## config.mk

```make
export PLATFORM = sky130hd
export DESIGN_NAME = hrs_home_return_sequencer
export DESIGN_NICKNAME = d
export VERILOG_FILES = /design/src/hw/hrs_pkg.sv /design/src/hw/hrs_home_return_sequencer.sv
export SDC_FILE = /design/constraint.sdc
export NUM_CORES = 1
export LEC_CHECK = 0
export BUFFER_PORTS_ARGS = -buffer_cell sky130_fd_sc_hd__buf_2
export CORE_ASPECT_RATIO = 0.8
export CORE_MARGIN = 2
export CORE_UTILIZATION = 25
export DETAILED_ROUTE_END_ITERATION = 8
export PLACE_DENSITY = 0.4
export SKIP_CTS_REPAIR_TIMING = 1
export SYNTH_ARGS = -nofsm -noshare
export SYNTH_HDL_FRONTEND = slang
export SYNTH_SLANG_ARGS = --single-unit
```

## constraint.sdc

```tcl
create_clock -name core_clk -period 7.2 [get_ports core_clk]
set_input_delay 1.08 -clock core_clk [delete_from_list [all_inputs] [get_ports core_clk]]
set_output_delay 1.08 -clock core_clk [all_outputs]
set_load 0.005 [all_outputs]
```

## src/hw/hrs_pkg.sv

```systemverilog
// hrs_pkg: constants, register map and types for the home-return sequencer
// assumes a 50 MHz core clock and a one-cycle-latency register port
package hrs_pkg;
    // ------------------------------------------------------------
    // timing
    // ------------------------------------------------------------
    localparam int CLK_HZ        = 50_000_000;
    localparam int CLK_PERIOD_NS = 20;
    localparam int MS_NS         = 1_000_000;
    localparam int CLEAR_MS      = 10;
    localparam int MS_CYC_DEF    = (MS_NS + CLK_PERIOD_NS - 1) / CLK_PERIOD_NS;
    localparam int CLEAR_CYC_DEF = CLEAR_MS * MS_CYC_DEF;
    localparam int SPD_W         = 18;
    localparam int ACC_W         = 27;
    // ------------------------------------------------------------
    // register word indices
    // ------------------------------------------------------------
    localparam logic [3:0] REG_CTRL   = 4'h0;
    localparam logic [3:0] REG_HOME   = 4'h1;
    localparam logic [3:0] REG_CREEP  = 4'h2;
    localparam logic [3:0] REG_BIAS   = 4'h3;
    localparam logic [3:0] REG_ACC    = 4'h4;
    localparam logic [3:0] REG_STOPST = 4'h5;
    localparam logic [3:0] REG_DWELL  = 4'h6;
    localparam logic [3:0] REG_STATUS = 4'h7;
    localparam logic [3:0] REG_ERR    = 4'h8;
    localparam logic [3:0] REG_SPEED  = 4'h9;
    localparam logic [3:0] REG_TRAVEL = 4'ha;
    localparam logic [3:0] REG_POS    = 4'hb;
    // ------------------------------------------------------------
    // field positions
    // ------------------------------------------------------------
    localparam int CTRL_START = 0;
    localparam int CTRL_STOP  = 1;
    localparam int CTRL_METH  = 2;
    localparam int CTRL_DIR   = 4;
    localparam int CTRL_LIMEN = 5;
    localparam int ST_REQ     = 0;
    localparam int ST_COMP    = 1;
    localparam int ST_BUSY    = 2;
    localparam int ST_HALT    = 3;
    localparam int ST_STATE   = 8;
    // ------------------------------------------------------------
    // reset values and codes
    // ------------------------------------------------------------
    localparam logic [SPD_W-1:0] HOME_RST   = 18'h02710;
    localparam logic [SPD_W-1:0] CREEP_RST  = 18'h007d0;
    localparam logic [SPD_W-1:0] BIAS_RST   = 18'h00064;
    localparam logic [SPD_W-1:0] ACC_RST    = 18'h0001e;
    localparam logic [SPD_W-1:0] STOPST_RST = 18'h00064;
    localparam logic [15:0]      DWELL_RST  = 16'h01f4;
    localparam logic [15:0]      ERR_ZERO_ON = 16'h04b0;
    localparam logic [15:0]      ERR_METHOD  = 16'h0001;
    // ------------------------------------------------------------
    // types
    // ------------------------------------------------------------
    typedef enum logic [1:0] {
        M_DOG   = 2'h0,
        M_STOP1 = 2'h1,
        M_STOP2 = 2'h2
    } hrs_method_t;
    typedef enum logic [6:0] {
        S_IDLE  = 7'h01,
        S_FAST  = 7'h02,
        S_DECEL = 7'h04,
        S_CREEP = 7'h08,
        S_RETRY = 7'h10,
        S_HALT  = 7'h20,
        S_CLEAR = 7'h40
    } hrs_state_t;
    typedef struct packed {
        logic dog;
        logic zero;
        logic upLim;
        logic loLim;
        logic ready;
        logic progStop;
    } hrs_sens_t;
endpackage : hrs_pkg

```

## src/hw/hrs_home_return_sequencer.sv

```systemverilog
// hrs_home_return_sequencer: home-return sequencing for one pulse-train axis
// assumes sensor inputs synchronous to core_clk; limits are high while clear
`timescale 1ns/10ps
//
// Contract
// - zero after dog release during decel stops
// - home-side limit before dog on in dog method starts retry
// - opposite limit decelerates axis to stop
// - dog on at start: creep, no retry
// - start ramps bias to home speed
// - dog on decelerates to creep speed
// - stopper-1 dwell expiry stops, emits clear
// - clear pulse 10 ms, then flags update
// - dwell expiry completes even above creep
// - stopper methods with dog on: creep
// - no retry in stopper methods
// - stopper-2 zero stops pulses, emits clear
// - first zero after dog release completes
// - stop causes use stop deceleration step
// - stopper-2 start with zero on: error
// - stopper-2 early zero completes at once
module hrs_home_return_sequencer
    import hrs_pkg::*;
#(
    parameter int MS_CYC    = MS_CYC_DEF,
    parameter int CLEAR_CYC = CLEAR_CYC_DEF
) (
    input  wire logic        core_clk,     // 50 MHz clock
    input  wire logic        srst,         // sync reset, active high
    input  wire logic [3:0]  regAddr,      // register word index
    input  wire logic [31:0] regWdata,     // write data
    input  wire logic        regWr,        // write strobe
    input  wire logic        regRd,        // read strobe
    output logic      [31:0] regRdata,     // read data, cycle after strobe
    input  hrs_sens_t        sensIn,       // dog, zero, limits, ready, stop
    output logic             pulseOut,     // pulse train
    output logic             dirOut,       // travel direction
    output logic             devClear,     // deviation-counter clear
    output logic             homeReqFlag,  // home return requested
    output logic             homeCompFlag  // home return complete
);
    localparam int MSW = $clog2(MS_CYC);
    localparam int CLW = $clog2(CLEAR_CYC);
    generate
        if (MS_CYC < 2 || CLEAR_CYC < 2) begin : g_chk
            $error("hrs: MS_CYC and CLEAR_CYC must be at least 2");
        end
    endgenerate
    // ------------------------------------------------------------
    // state
    // ------------------------------------------------------------
    hrs_state_t        state_q;
    hrs_method_t       meth_q;
    logic              dir_q, limEn_q, rev_q;
    logic [SPD_W-1:0]  homeSpd_q, creepSpd_q, biasSpd_q, accStep_q, stopStep_q, spd_q;
    logic [15:0]       dwell_q, dwellCnt_q, errCode_q;
    logic              dogSeen_q, dogOff_q, halted_q;
    logic              dogPrev_q, zeroPrev_q;
    logic [MSW-1:0]    msCnt_q;
    logic              msTick_q;
    logic [CLW-1:0]    clrCnt_q;
    logic [ACC_W-1:0]  acc_q;
    logic [31:0]       pos_q, travel_q;
    // ------------------------------------------------------------
    // events
    // ------------------------------------------------------------
    logic isDog, idle, run, moving, dogRise, dogFall, zeroRise;
    logic homeLim, oppLim, stopCause, evStart, evErr, evRetry, evDone, evStopped;
    logic [SPD_W:0] stopFloor;
    logic [1:0]     startMeth;
    always_comb begin
        isDog     = (meth_q == M_DOG);
        idle      = (state_q == S_IDLE);
        run       = state_q inside {S_FAST, S_DECEL, S_CREEP};
        moving    = run || state_q inside {S_RETRY, S_HALT};
        dogRise   = sensIn.dog && !dogPrev_q;
        dogFall   = !sensIn.dog && dogPrev_q;
        zeroRise  = sensIn.zero && !zeroPrev_q;
        homeLim   = limEn_q && (dir_q ? !sensIn.loLim : !sensIn.upLim);
        oppLim    = limEn_q && (dir_q ? !sensIn.upLim : !sensIn.loLim);
        evStart   = idle && regWr && regAddr == REG_CTRL && regWdata[CTRL_START];
        startMeth = regWdata[CTRL_METH +: 2]; // method carried by the starting write
        evErr     = evStart && ((startMeth == M_STOP2 && sensIn.zero) || startMeth == 2'h3);
        evRetry   = state_q == S_FAST && isDog && !rev_q && homeLim;
        stopCause = (regWr && regAddr == REG_CTRL && regWdata[CTRL_STOP]) || sensIn.progStop
                    || !sensIn.ready || oppLim
                    || (homeLim && !rev_q && state_q != S_RETRY && !evRetry);
        stopFloor = {1'b0, biasSpd_q} + {1'b0, stopStep_q};
        evStopped = state_q inside {S_RETRY, S_HALT} && msTick_q && {1'b0, spd_q} <= stopFloor;
        evDone    = 1'b0;
        if (state_q inside {S_DECEL, S_CREEP}) begin
            case (meth_q)
                M_DOG:   evDone = dogOff_q && zeroRise;
                M_STOP1: evDone = dogSeen_q && dwellCnt_q >= dwell_q;
                M_STOP2: evDone = zeroRise;
                default: evDone = 1'b0;
            endcase
        end
    end
    // ------------------------------------------------------------
    // sequencer
    // ------------------------------------------------------------
    always_ff @(posedge core_clk) begin
        if (srst) begin
            state_q  <= S_IDLE;
            rev_q    <= 1'b0;
            halted_q <= 1'b0;
        end else begin
            case (state_q)
                S_IDLE: if (evStart && !evErr) begin
                    rev_q    <= 1'b0;
                    halted_q <= 1'b0;
                    state_q  <= sensIn.dog ? S_CREEP : S_FAST;
                end
                S_FAST: begin
                    if (stopCause) state_q <= S_HALT;
                    else if (evRetry || (rev_q && dogFall)) state_q <= S_RETRY;
                    else if (!rev_q && dogRise) state_q <= S_DECEL;
                end
                S_DECEL: begin
                    if (stopCause) state_q <= S_HALT;
                    else if (evDone) state_q <= S_CLEAR;
                    else if (spd_q == creepSpd_q) state_q <= S_CREEP;
                end
                S_CREEP: begin
                    if (stopCause) state_q <= S_HALT;
                    else if (evDone) state_q <= S_CLEAR;
                end
                S_RETRY: begin
                    if (stopCause) state_q <= S_HALT;
                    else if (evStopped) begin
                        rev_q   <= !rev_q;
                        state_q <= S_FAST;
                    end
                end
                S_HALT: if (evStopped) begin
                    halted_q <= 1'b1;
                    state_q  <= S_IDLE;
                end
                S_CLEAR: if (clrCnt_q == CLW'(CLEAR_CYC - 1)) state_q <= S_IDLE;
                default: state_q <= S_IDLE;
            endcase
        end
    end
    // ------------------------------------------------------------
    // speed profile, stepped once a millisecond
    // ------------------------------------------------------------
    always_ff @(posedge core_clk) begin
        if (srst) begin
            spd_q <= '0;
        end else if (evStart && !evErr) begin
            spd_q <= sensIn.dog ? creepSpd_q : biasSpd_q;
        end else if (evDone || evStopped || !moving) begin
            spd_q <= '0;
        end else if (evRetry || (stopCause && state_q != S_HALT)) begin
            spd_q <= spd_q; // a lasting stop cause must not freeze the halt ramp
        end else if (msTick_q) begin
            case (state_q)
                S_FAST: if (spd_q < homeSpd_q)
                    spd_q <= (homeSpd_q - spd_q > accStep_q) ? spd_q + accStep_q : homeSpd_q;
                S_DECEL: if (spd_q > creepSpd_q)
                    spd_q <= (spd_q - creepSpd_q > accStep_q) ? spd_q - accStep_q : creepSpd_q;
                S_RETRY, S_HALT: spd_q <= spd_q - stopStep_q;
                default: spd_q <= spd_q;
            endcase
        end
    end
    // ------------------------------------------------------------
    // dog tracking and dwell count
    // ------------------------------------------------------------
    always_ff @(posedge core_clk) begin
        if (srst) begin
            dogPrev_q  <= 1'b0;
            zeroPrev_q <= 1'b0;
            dogSeen_q  <= 1'b0;
            dogOff_q   <= 1'b0;
            dwellCnt_q <= '0;
        end else begin
            dogPrev_q  <= sensIn.dog;
            zeroPrev_q <= sensIn.zero;
            if (evStart) begin
                dogSeen_q  <= sensIn.dog;
                dogOff_q   <= 1'b0;
                dwellCnt_q <= '0;
            end else if (run && !rev_q) begin
                if (dogRise) dogSeen_q <= 1'b1;
                if (dogFall && dogSeen_q) dogOff_q <= 1'b1;
                if (dogSeen_q && msTick_q && dwellCnt_q != 16'hffff) dwellCnt_q <= dwellCnt_q + 16'h1;
            end
        end
    end
    // ------------------------------------------------------------
    // millisecond divider and clear timer
    // ------------------------------------------------------------
    always_ff @(posedge core_clk) begin
        if (srst) begin
            msCnt_q  <= '0;
            msTick_q <= 1'b0;
        end else begin
            msTick_q <= (msCnt_q == MSW'(MS_CYC - 1));
            msCnt_q  <= (msCnt_q == MSW'(MS_CYC - 1)) ? '0 : msCnt_q + MSW'(1);
        end
    end
    always_ff @(posedge core_clk) begin
        if (srst) begin
            clrCnt_q     <= '0;
            devClear     <= 1'b0;
            homeReqFlag  <= 1'b1;
            homeCompFlag <= 1'b0;
        end else begin
            clrCnt_q <= (state_q == S_CLEAR) ? clrCnt_q + CLW'(1) : '0;
            if (evDone && !stopCause) devClear <= 1'b1;
            else if (state_q == S_CLEAR && clrCnt_q == CLW'(CLEAR_CYC - 1)) begin
                devClear     <= 1'b0;
                homeCompFlag <= 1'b1;
                homeReqFlag  <= 1'b0;
            end
            if (evStart && !evErr) begin
                homeReqFlag  <= 1'b1;
                homeCompFlag <= 1'b0;
            end
        end
    end
    // ------------------------------------------------------------
    // pulse generator
    // ------------------------------------------------------------
    logic [ACC_W-1:0] accSum;
    always_comb accSum = acc_q + ACC_W'({spd_q, 1'b0});
    always_ff @(posedge core_clk) begin
        if (srst || !moving || spd_q == '0) begin
            acc_q    <= '0;
            pulseOut <= 1'b0;
        end else if (accSum >= ACC_W'(CLK_HZ)) begin
            acc_q    <= accSum - ACC_W'(CLK_HZ);
            pulseOut <= !pulseOut;
        end else begin
            acc_q <= accSum;
        end
    end
    always_ff @(posedge core_clk) begin
        if (srst) begin
            pos_q    <= '0;
            travel_q <= '0;
            dirOut   <= 1'b0;
        end else begin
            dirOut <= dir_q ^ rev_q;
            if (evStart || (run && !rev_q && dogRise)) travel_q <= '0;
            if (moving && spd_q != '0 && !pulseOut && accSum >= ACC_W'(CLK_HZ)) begin
                pos_q <= dirOut ? pos_q - 32'h1 : pos_q + 32'h1;
                if (dogSeen_q && !rev_q) travel_q <= travel_q + 32'h1;
            end
        end
    end
    // ------------------------------------------------------------
    // register port
    // ------------------------------------------------------------
    always_ff @(posedge core_clk) begin
        if (srst) begin
            meth_q     <= M_DOG;
            dir_q      <= 1'b0;
            limEn_q    <= 1'b0;
            homeSpd_q  <= HOME_RST;
            creepSpd_q <= CREEP_RST;
            biasSpd_q  <= BIAS_RST;
            accStep_q  <= ACC_RST;
            stopStep_q <= STOPST_RST;
            dwell_q    <= DWELL_RST;
        end else if (regWr && idle) begin
            case (regAddr)
                REG_CTRL: begin
                    meth_q  <= hrs_method_t'(regWdata[CTRL_METH +: 2]);
                    dir_q   <= regWdata[CTRL_DIR];
                    limEn_q <= regWdata[CTRL_LIMEN];
                end
                REG_HOME:   homeSpd_q  <= regWdata[SPD_W-1:0];
                REG_CREEP:  creepSpd_q <= regWdata[SPD_W-1:0];
                REG_BIAS:   biasSpd_q  <= regWdata[SPD_W-1:0];
                REG_ACC:    accStep_q  <= regWdata[SPD_W-1:0];
                REG_STOPST: stopStep_q <= regWdata[SPD_W-1:0];
                REG_DWELL:  dwell_q    <= regWdata[15:0];
                default: ;
            endcase
        end
    end
    always_ff @(posedge core_clk) begin
        if (srst) errCode_q <= '0;
        else if (evErr) errCode_q <= (startMeth == M_STOP2) ? ERR_ZERO_ON : ERR_METHOD;
        else if (regWr && regAddr == REG_ERR) errCode_q <= '0;
    end
    always_ff @(posedge core_clk) begin
        if (srst || !regRd) regRdata <= '0;
        else begin
            case (regAddr)
                REG_CTRL:   regRdata <= {26'h0, limEn_q, dir_q, meth_q, 2'h0};
                REG_HOME:   regRdata <= {14'h0, homeSpd_q};
                REG_CREEP:  regRdata <= {14'h0, creepSpd_q};
                REG_BIAS:   regRdata <= {14'h0, biasSpd_q};
                REG_ACC:    regRdata <= {14'h0, accStep_q};
                REG_STOPST: regRdata <= {14'h0, stopStep_q};
                REG_DWELL:  regRdata <= {16'h0, dwell_q};
                REG_STATUS: regRdata <= {17'h0, state_q, 4'h0, halted_q, !idle, homeCompFlag, homeReqFlag};
                REG_ERR:    regRdata <= {16'h0, errCode_q};
                REG_SPEED:  regRdata <= {14'h0, spd_q};
                REG_TRAVEL: regRdata <= travel_q;
                REG_POS:    regRdata <= pos_q;
                default:    regRdata <= '0;
            endcase
        end
    end

    int hlpClr_q;
    always_ff @(posedge core_clk) hlpClr_q <= (srst || !devClear) ? 0 : hlpClr_q + 1;
endmodule : hrs_home_return_sequencer

```

==> results.sh <==
export IMPL_synth_async_sr_flop_share_pct=0
export IMPL_power_density_mw_per_mm2=171.1
export IMPL_clockBufferDepth=3
export IMPL_area_growth_pct=13.70
export IMPL_drtPass1Iterations=6
export IMPL_report_final_hold_viol_count=0
export IMPL_relSlewSlack_pct=19.30
export IMPL_ys_seq_area_share_pct=27.18
export IMPL_vdd_ir_drop_worst_mv=0.1718
export IMPL_syn_num_nets=3347
export IMPL_clock_group_share_of_total_power_pct=48.4
export IMPL_netSwitchingPower_mw=1.312
export IMPL_clock_tree_root_cell="sky130_fd_sc_hd__clkbuf_16"
export IMPL_run_status="completed"
export IMPL_dpl_hpwl_microns=75320
export IMPL_die_height_microns=279.5
export IMPL_dr_total_vias=22890
export IMPL_rsz0062_at_grt="no"
export IMPL_max_freq_mhz=153.9
export IMPL_most_common_flop_cell_mapped_by_yosys="sky130_fd_sc_hd__dfxtp_1"
export IMPL_layout_drive_gt1_share_pct=8.019
export IMPL_postSynthAreaPerCell_sq_um=7.739
export IMPL_final_cells=4368
export IMPL_global_route_overflow_total=0
export IMPL_detailroute_wirelength_met2_microns=39740
export IMPL_floorplan_die_width_microns=348.3
export IMPL_wl_met3_microns=7593
export IMPL_fraction_of_the_core_area_covered_by_cells_at_the_end_of_the_flow_pct=28.56
export IMPL_drt_met1_wl_microns=49570
export IMPL_post_drt_wl_per_cell_microns=22.62
export IMPL_critical_path_required_ns=7.62
export IMPL_pwr_share_seq_pct=39.7
export IMPL_share_comb_of_total_power_pct=11.9
export IMPL_crit_arrival_ns=6.91
export IMPL_n_fill_cell=10340
export IMPL_syn_area_sq_mm=0.02371
export IMPL_yosysWarnings=0
export IMPL_finalSetupViolCount=0
export IMPL_cts_made_buffers=42
export IMPL_wire_length_of_the_first_global_routing_pass_microns=145300
export IMPL_io_pin_count=83
export IMPL_route_final_wire_length_microns=98810
export IMPL_swShare_pct=28.44
export IMPL_crit_path_launch_type="flip-flop"
export IMPL_clk_latency_ns=0.61
export IMPL_clock_skew_ns=0.02827
export IMPL_highest_layer="met5"
export IMPL_setup_tns_ns=0
export IMPL_critPathMaxFanout=11
export IMPL_dr_first_iter_drc_count=1936
export IMPL_grt_start_max_net_pins=86
export IMPL_first_global_vias=21540
export IMPL_number_of_instances_in_the_synthesized_netlist=3064
export IMPL_min_delay_path_depth=2
export IMPL_min_period_over_period_pct=90.25
export IMPL_cell_internal_power_dissipation_mw=3.302
export IMPL_r2r_worst_path_cells=26
export IMPL_hold_path_class="flip-flop to flip-flop"
export IMPL_number_of_flops_mapped_to_enable_cells_by_yosys=0
export IMPL_timing_worst_setup_path_type="flip-flop to flip-flop"
export IMPL_numClockSinks=322
export IMPL_clkTransAtPathRegs_ns=0.07
export IMPL_routability_congestion_estimate_from_global_placement=0.8904
export IMPL_yosysUniqueCellTypes=86
export IMPL_antenna_violating_nets_remaining=0
export IMPL_via_per_inst=5.240
export IMPL_core_rowCount=101
export IMPL_placeableCoreArea_sq_mm=0.09440
export IMPL_finish_net_count=3380
export IMPL_cap_viol_max_count=0
export IMPL_placed_cells_incl_taps=4289
export IMPL_finalMaxSlewViolations=0
export IMPL_layout_min_cycle_time_ns=6.498
export IMPL_track_usage_pct=19.83
export IMPL_floorplan_initialDensity_pct=25.12
export IMPL_type_of_destination_of_the_critical_path="flip-flop"
export IMPL_drc=0
export IMPL_placement_io_buffers=68
export IMPL_worst_slew_pin_transition_ns=1.194
export IMPL_grt_antenna_before_repair=10
export IMPL_timing_hold_ws_ns=0.4530
export IMPL_synth_ff_latch_count=322
export IMPL_design_die_area_sq_mm=0.09735
export IMPL_cts_tree="done"
export IMPL_leakage_nw=10.63
export IMPL_cts_htree_levels=2
==> layout by cell type, fill, tap and decap left out, drive strengths merged, types with 33 or more instances in the layout <==
cell type / instances
nor2: 264
a221oi: 33
dfxtp: 322
nand2b: 35
o211ai: 39
a211oi: 50
o21ai: 117
and3: 40
xor2: 78
buf: 126
nand2: 395
nor2b: 38
a31oi: 36
nor3: 78
xnor2: 103
a21o: 63
nand3: 80
inv: 168
nand4: 49
ha: 229
clkbuf: 65
a21oi: 274
a22oi: 40
==> power by group through the flow <==
stage	sequential, mW	clock [mW]	combinational, mW
finish	1.83	2.23	0.548
global route	1.83	2.36	0.594
CTS	1.83	2.29	0.536
detailed placement	1.87	0	0.532
global placement	1.87	0	0.536
floorplan	1.86	0	0.338
==> per-layer routing <==
metal  GRT usage (%)  vias up
met1           29.40    10880
met2           28.53      685
li1                -    11210
met4           4.240        6
met5               0        -
met3           4.887      107
==> logic make-up (layout without fill, tap and decap cells) <==
family | after synthesis | in the layout | synth area share (%)
AO/OA/AOI/OAI | 890 | 890 | 25.15
multiplexers | 44 | 44 | 1.936
adder cells (fa/ha/maj) | 237 | 237 | 12.76
flip-flops | 322 | 322 | 27.18
AND/OR/NAND/NOR | 1087 | 1087 | 21.29
buffers and inverters | 303 | 369 | 4.997
XOR/XNOR | 181 | 181 | 6.685
other | 0 | 2 | 0
==> state kept, by name, summed over array words and instances (netlist names), 2 cells and up <==
signal      flops
spd_q          18
acc_q          26
pos_q          32
dwell_q        16
regRdata       32
stopStep_q     18
accStep_q      18
biasSpd_q      18
homeSpd_q      18
meth_q          2
state_q         7
errCode_q       2
clrCnt_q       19
msCnt_q        16
creepSpd_q     18
dwellCnt_q     16
travel_q       32
==> synthesized netlist by cell type (all sizes together) (39+ instances only) <==
cell	n	share of area, %
a21o	63	2.0
o21ai	117	2.5
xnor2	103	3.8
clkbuf	115	1.8
nand2	395	6.3
nor3	78	1.7
a21oi	274	5.8
and3	40	1.1
inv	166	2.6
nor2	264	4.2
nand4	49	1.3
dfxtp	322	27
ha	229	12
o211ai	39	1.2
xor2	78	2.9
a211oi	50	1.6
a22oi	40	1.3
nand3	80	1.7
==> critical path: stages, from the launching register on <==
cell                        delay, ns
sky130_fd_sc_hd__dfxtp_1         0.35
sky130_fd_sc_hd__inv_1           0.05
sky130_fd_sc_hd__buf_4           0.19
sky130_fd_sc_hd__ha_1            0.33
sky130_fd_sc_hd__nor2b_1         0.14
sky130_fd_sc_hd__o21ai_0         0.24
sky130_fd_sc_hd__a21boi_0        0.17
sky130_fd_sc_hd__o21ai_0         0.20
sky130_fd_sc_hd__nand2b_1        0.12
sky130_fd_sc_hd__a221oi_1        0.43
sky130_fd_sc_hd__nor2b_1         0.12
sky130_fd_sc_hd__o31ai_1         0.47
sky130_fd_sc_hd__nand2b_1        0.10
sky130_fd_sc_hd__a21oi_1         0.18
sky130_fd_sc_hd__xnor2_1         0.16
sky130_fd_sc_hd__ha_1            0.28
sky130_fd_sc_hd__a21o_1          0.19
sky130_fd_sc_hd__a21o_1          0.17
sky130_fd_sc_hd__a2111oi_1       0.58
sky130_fd_sc_hd__o211ai_1        0.20
sky130_fd_sc_hd__a211oi_1        0.30
sky130_fd_sc_hd__buf_4           0.22
sky130_fd_sc_hd__or2_2           0.35
sky130_fd_sc_hd__nor2_1          0.13
sky130_fd_sc_hd__and3_1          0.23
sky130_fd_sc_hd__o31ai_1         0.24
sky130_fd_sc_hd__a41oi_1         0.19
==> stage by stage <==
step	worst slack [ns]	total power, mW	area (sq um)
6_report	0.7017	4.614	26960
5_1_grt	0.01035	4.788	26960
4_1_cts	0.5416	4.662	26960
3_5_place_dp	0.5718	2.403	25540
3_3_place_gp	0.8109	2.407	25540
2_1_floorplan	1.448	2.196	23710
==> path summary, 6_finish.rpt <==
kind | slack (ns) | start | endpoint
worst max-delay path | 0.70 | spd_q[1] | spd_q[16]
worst min-delay path | 0.45 | errCode_q[7] | errCode_q[7]
worst max register to register | 0.70 | spd_q[1] | spd_q[16]
worst min register to register | 0.45 | errCode_q[7] | errCode_q[7]
==> area by class of cell <==
class | instances | area, sq um | share of cell area, %
Clock buffer | 65 | 1259 | 4.668
Timing Repair Buffer | 126 | 782.0 | 2.900
Clock inverter | 12 | 158.9 | 0.5894
Tap cell | 1236 | 1546 | 5.736
Sequential cell | 322 | 6446 | 23.91
Multi-Input combinational cell | 2439 | 16140 | 59.87
Inverter | 166 | 623.1 | 2.311
Antenna cell | 2 | 5.005 | 0.01856
Note: power is estimated with default switching activity, not from simulation.
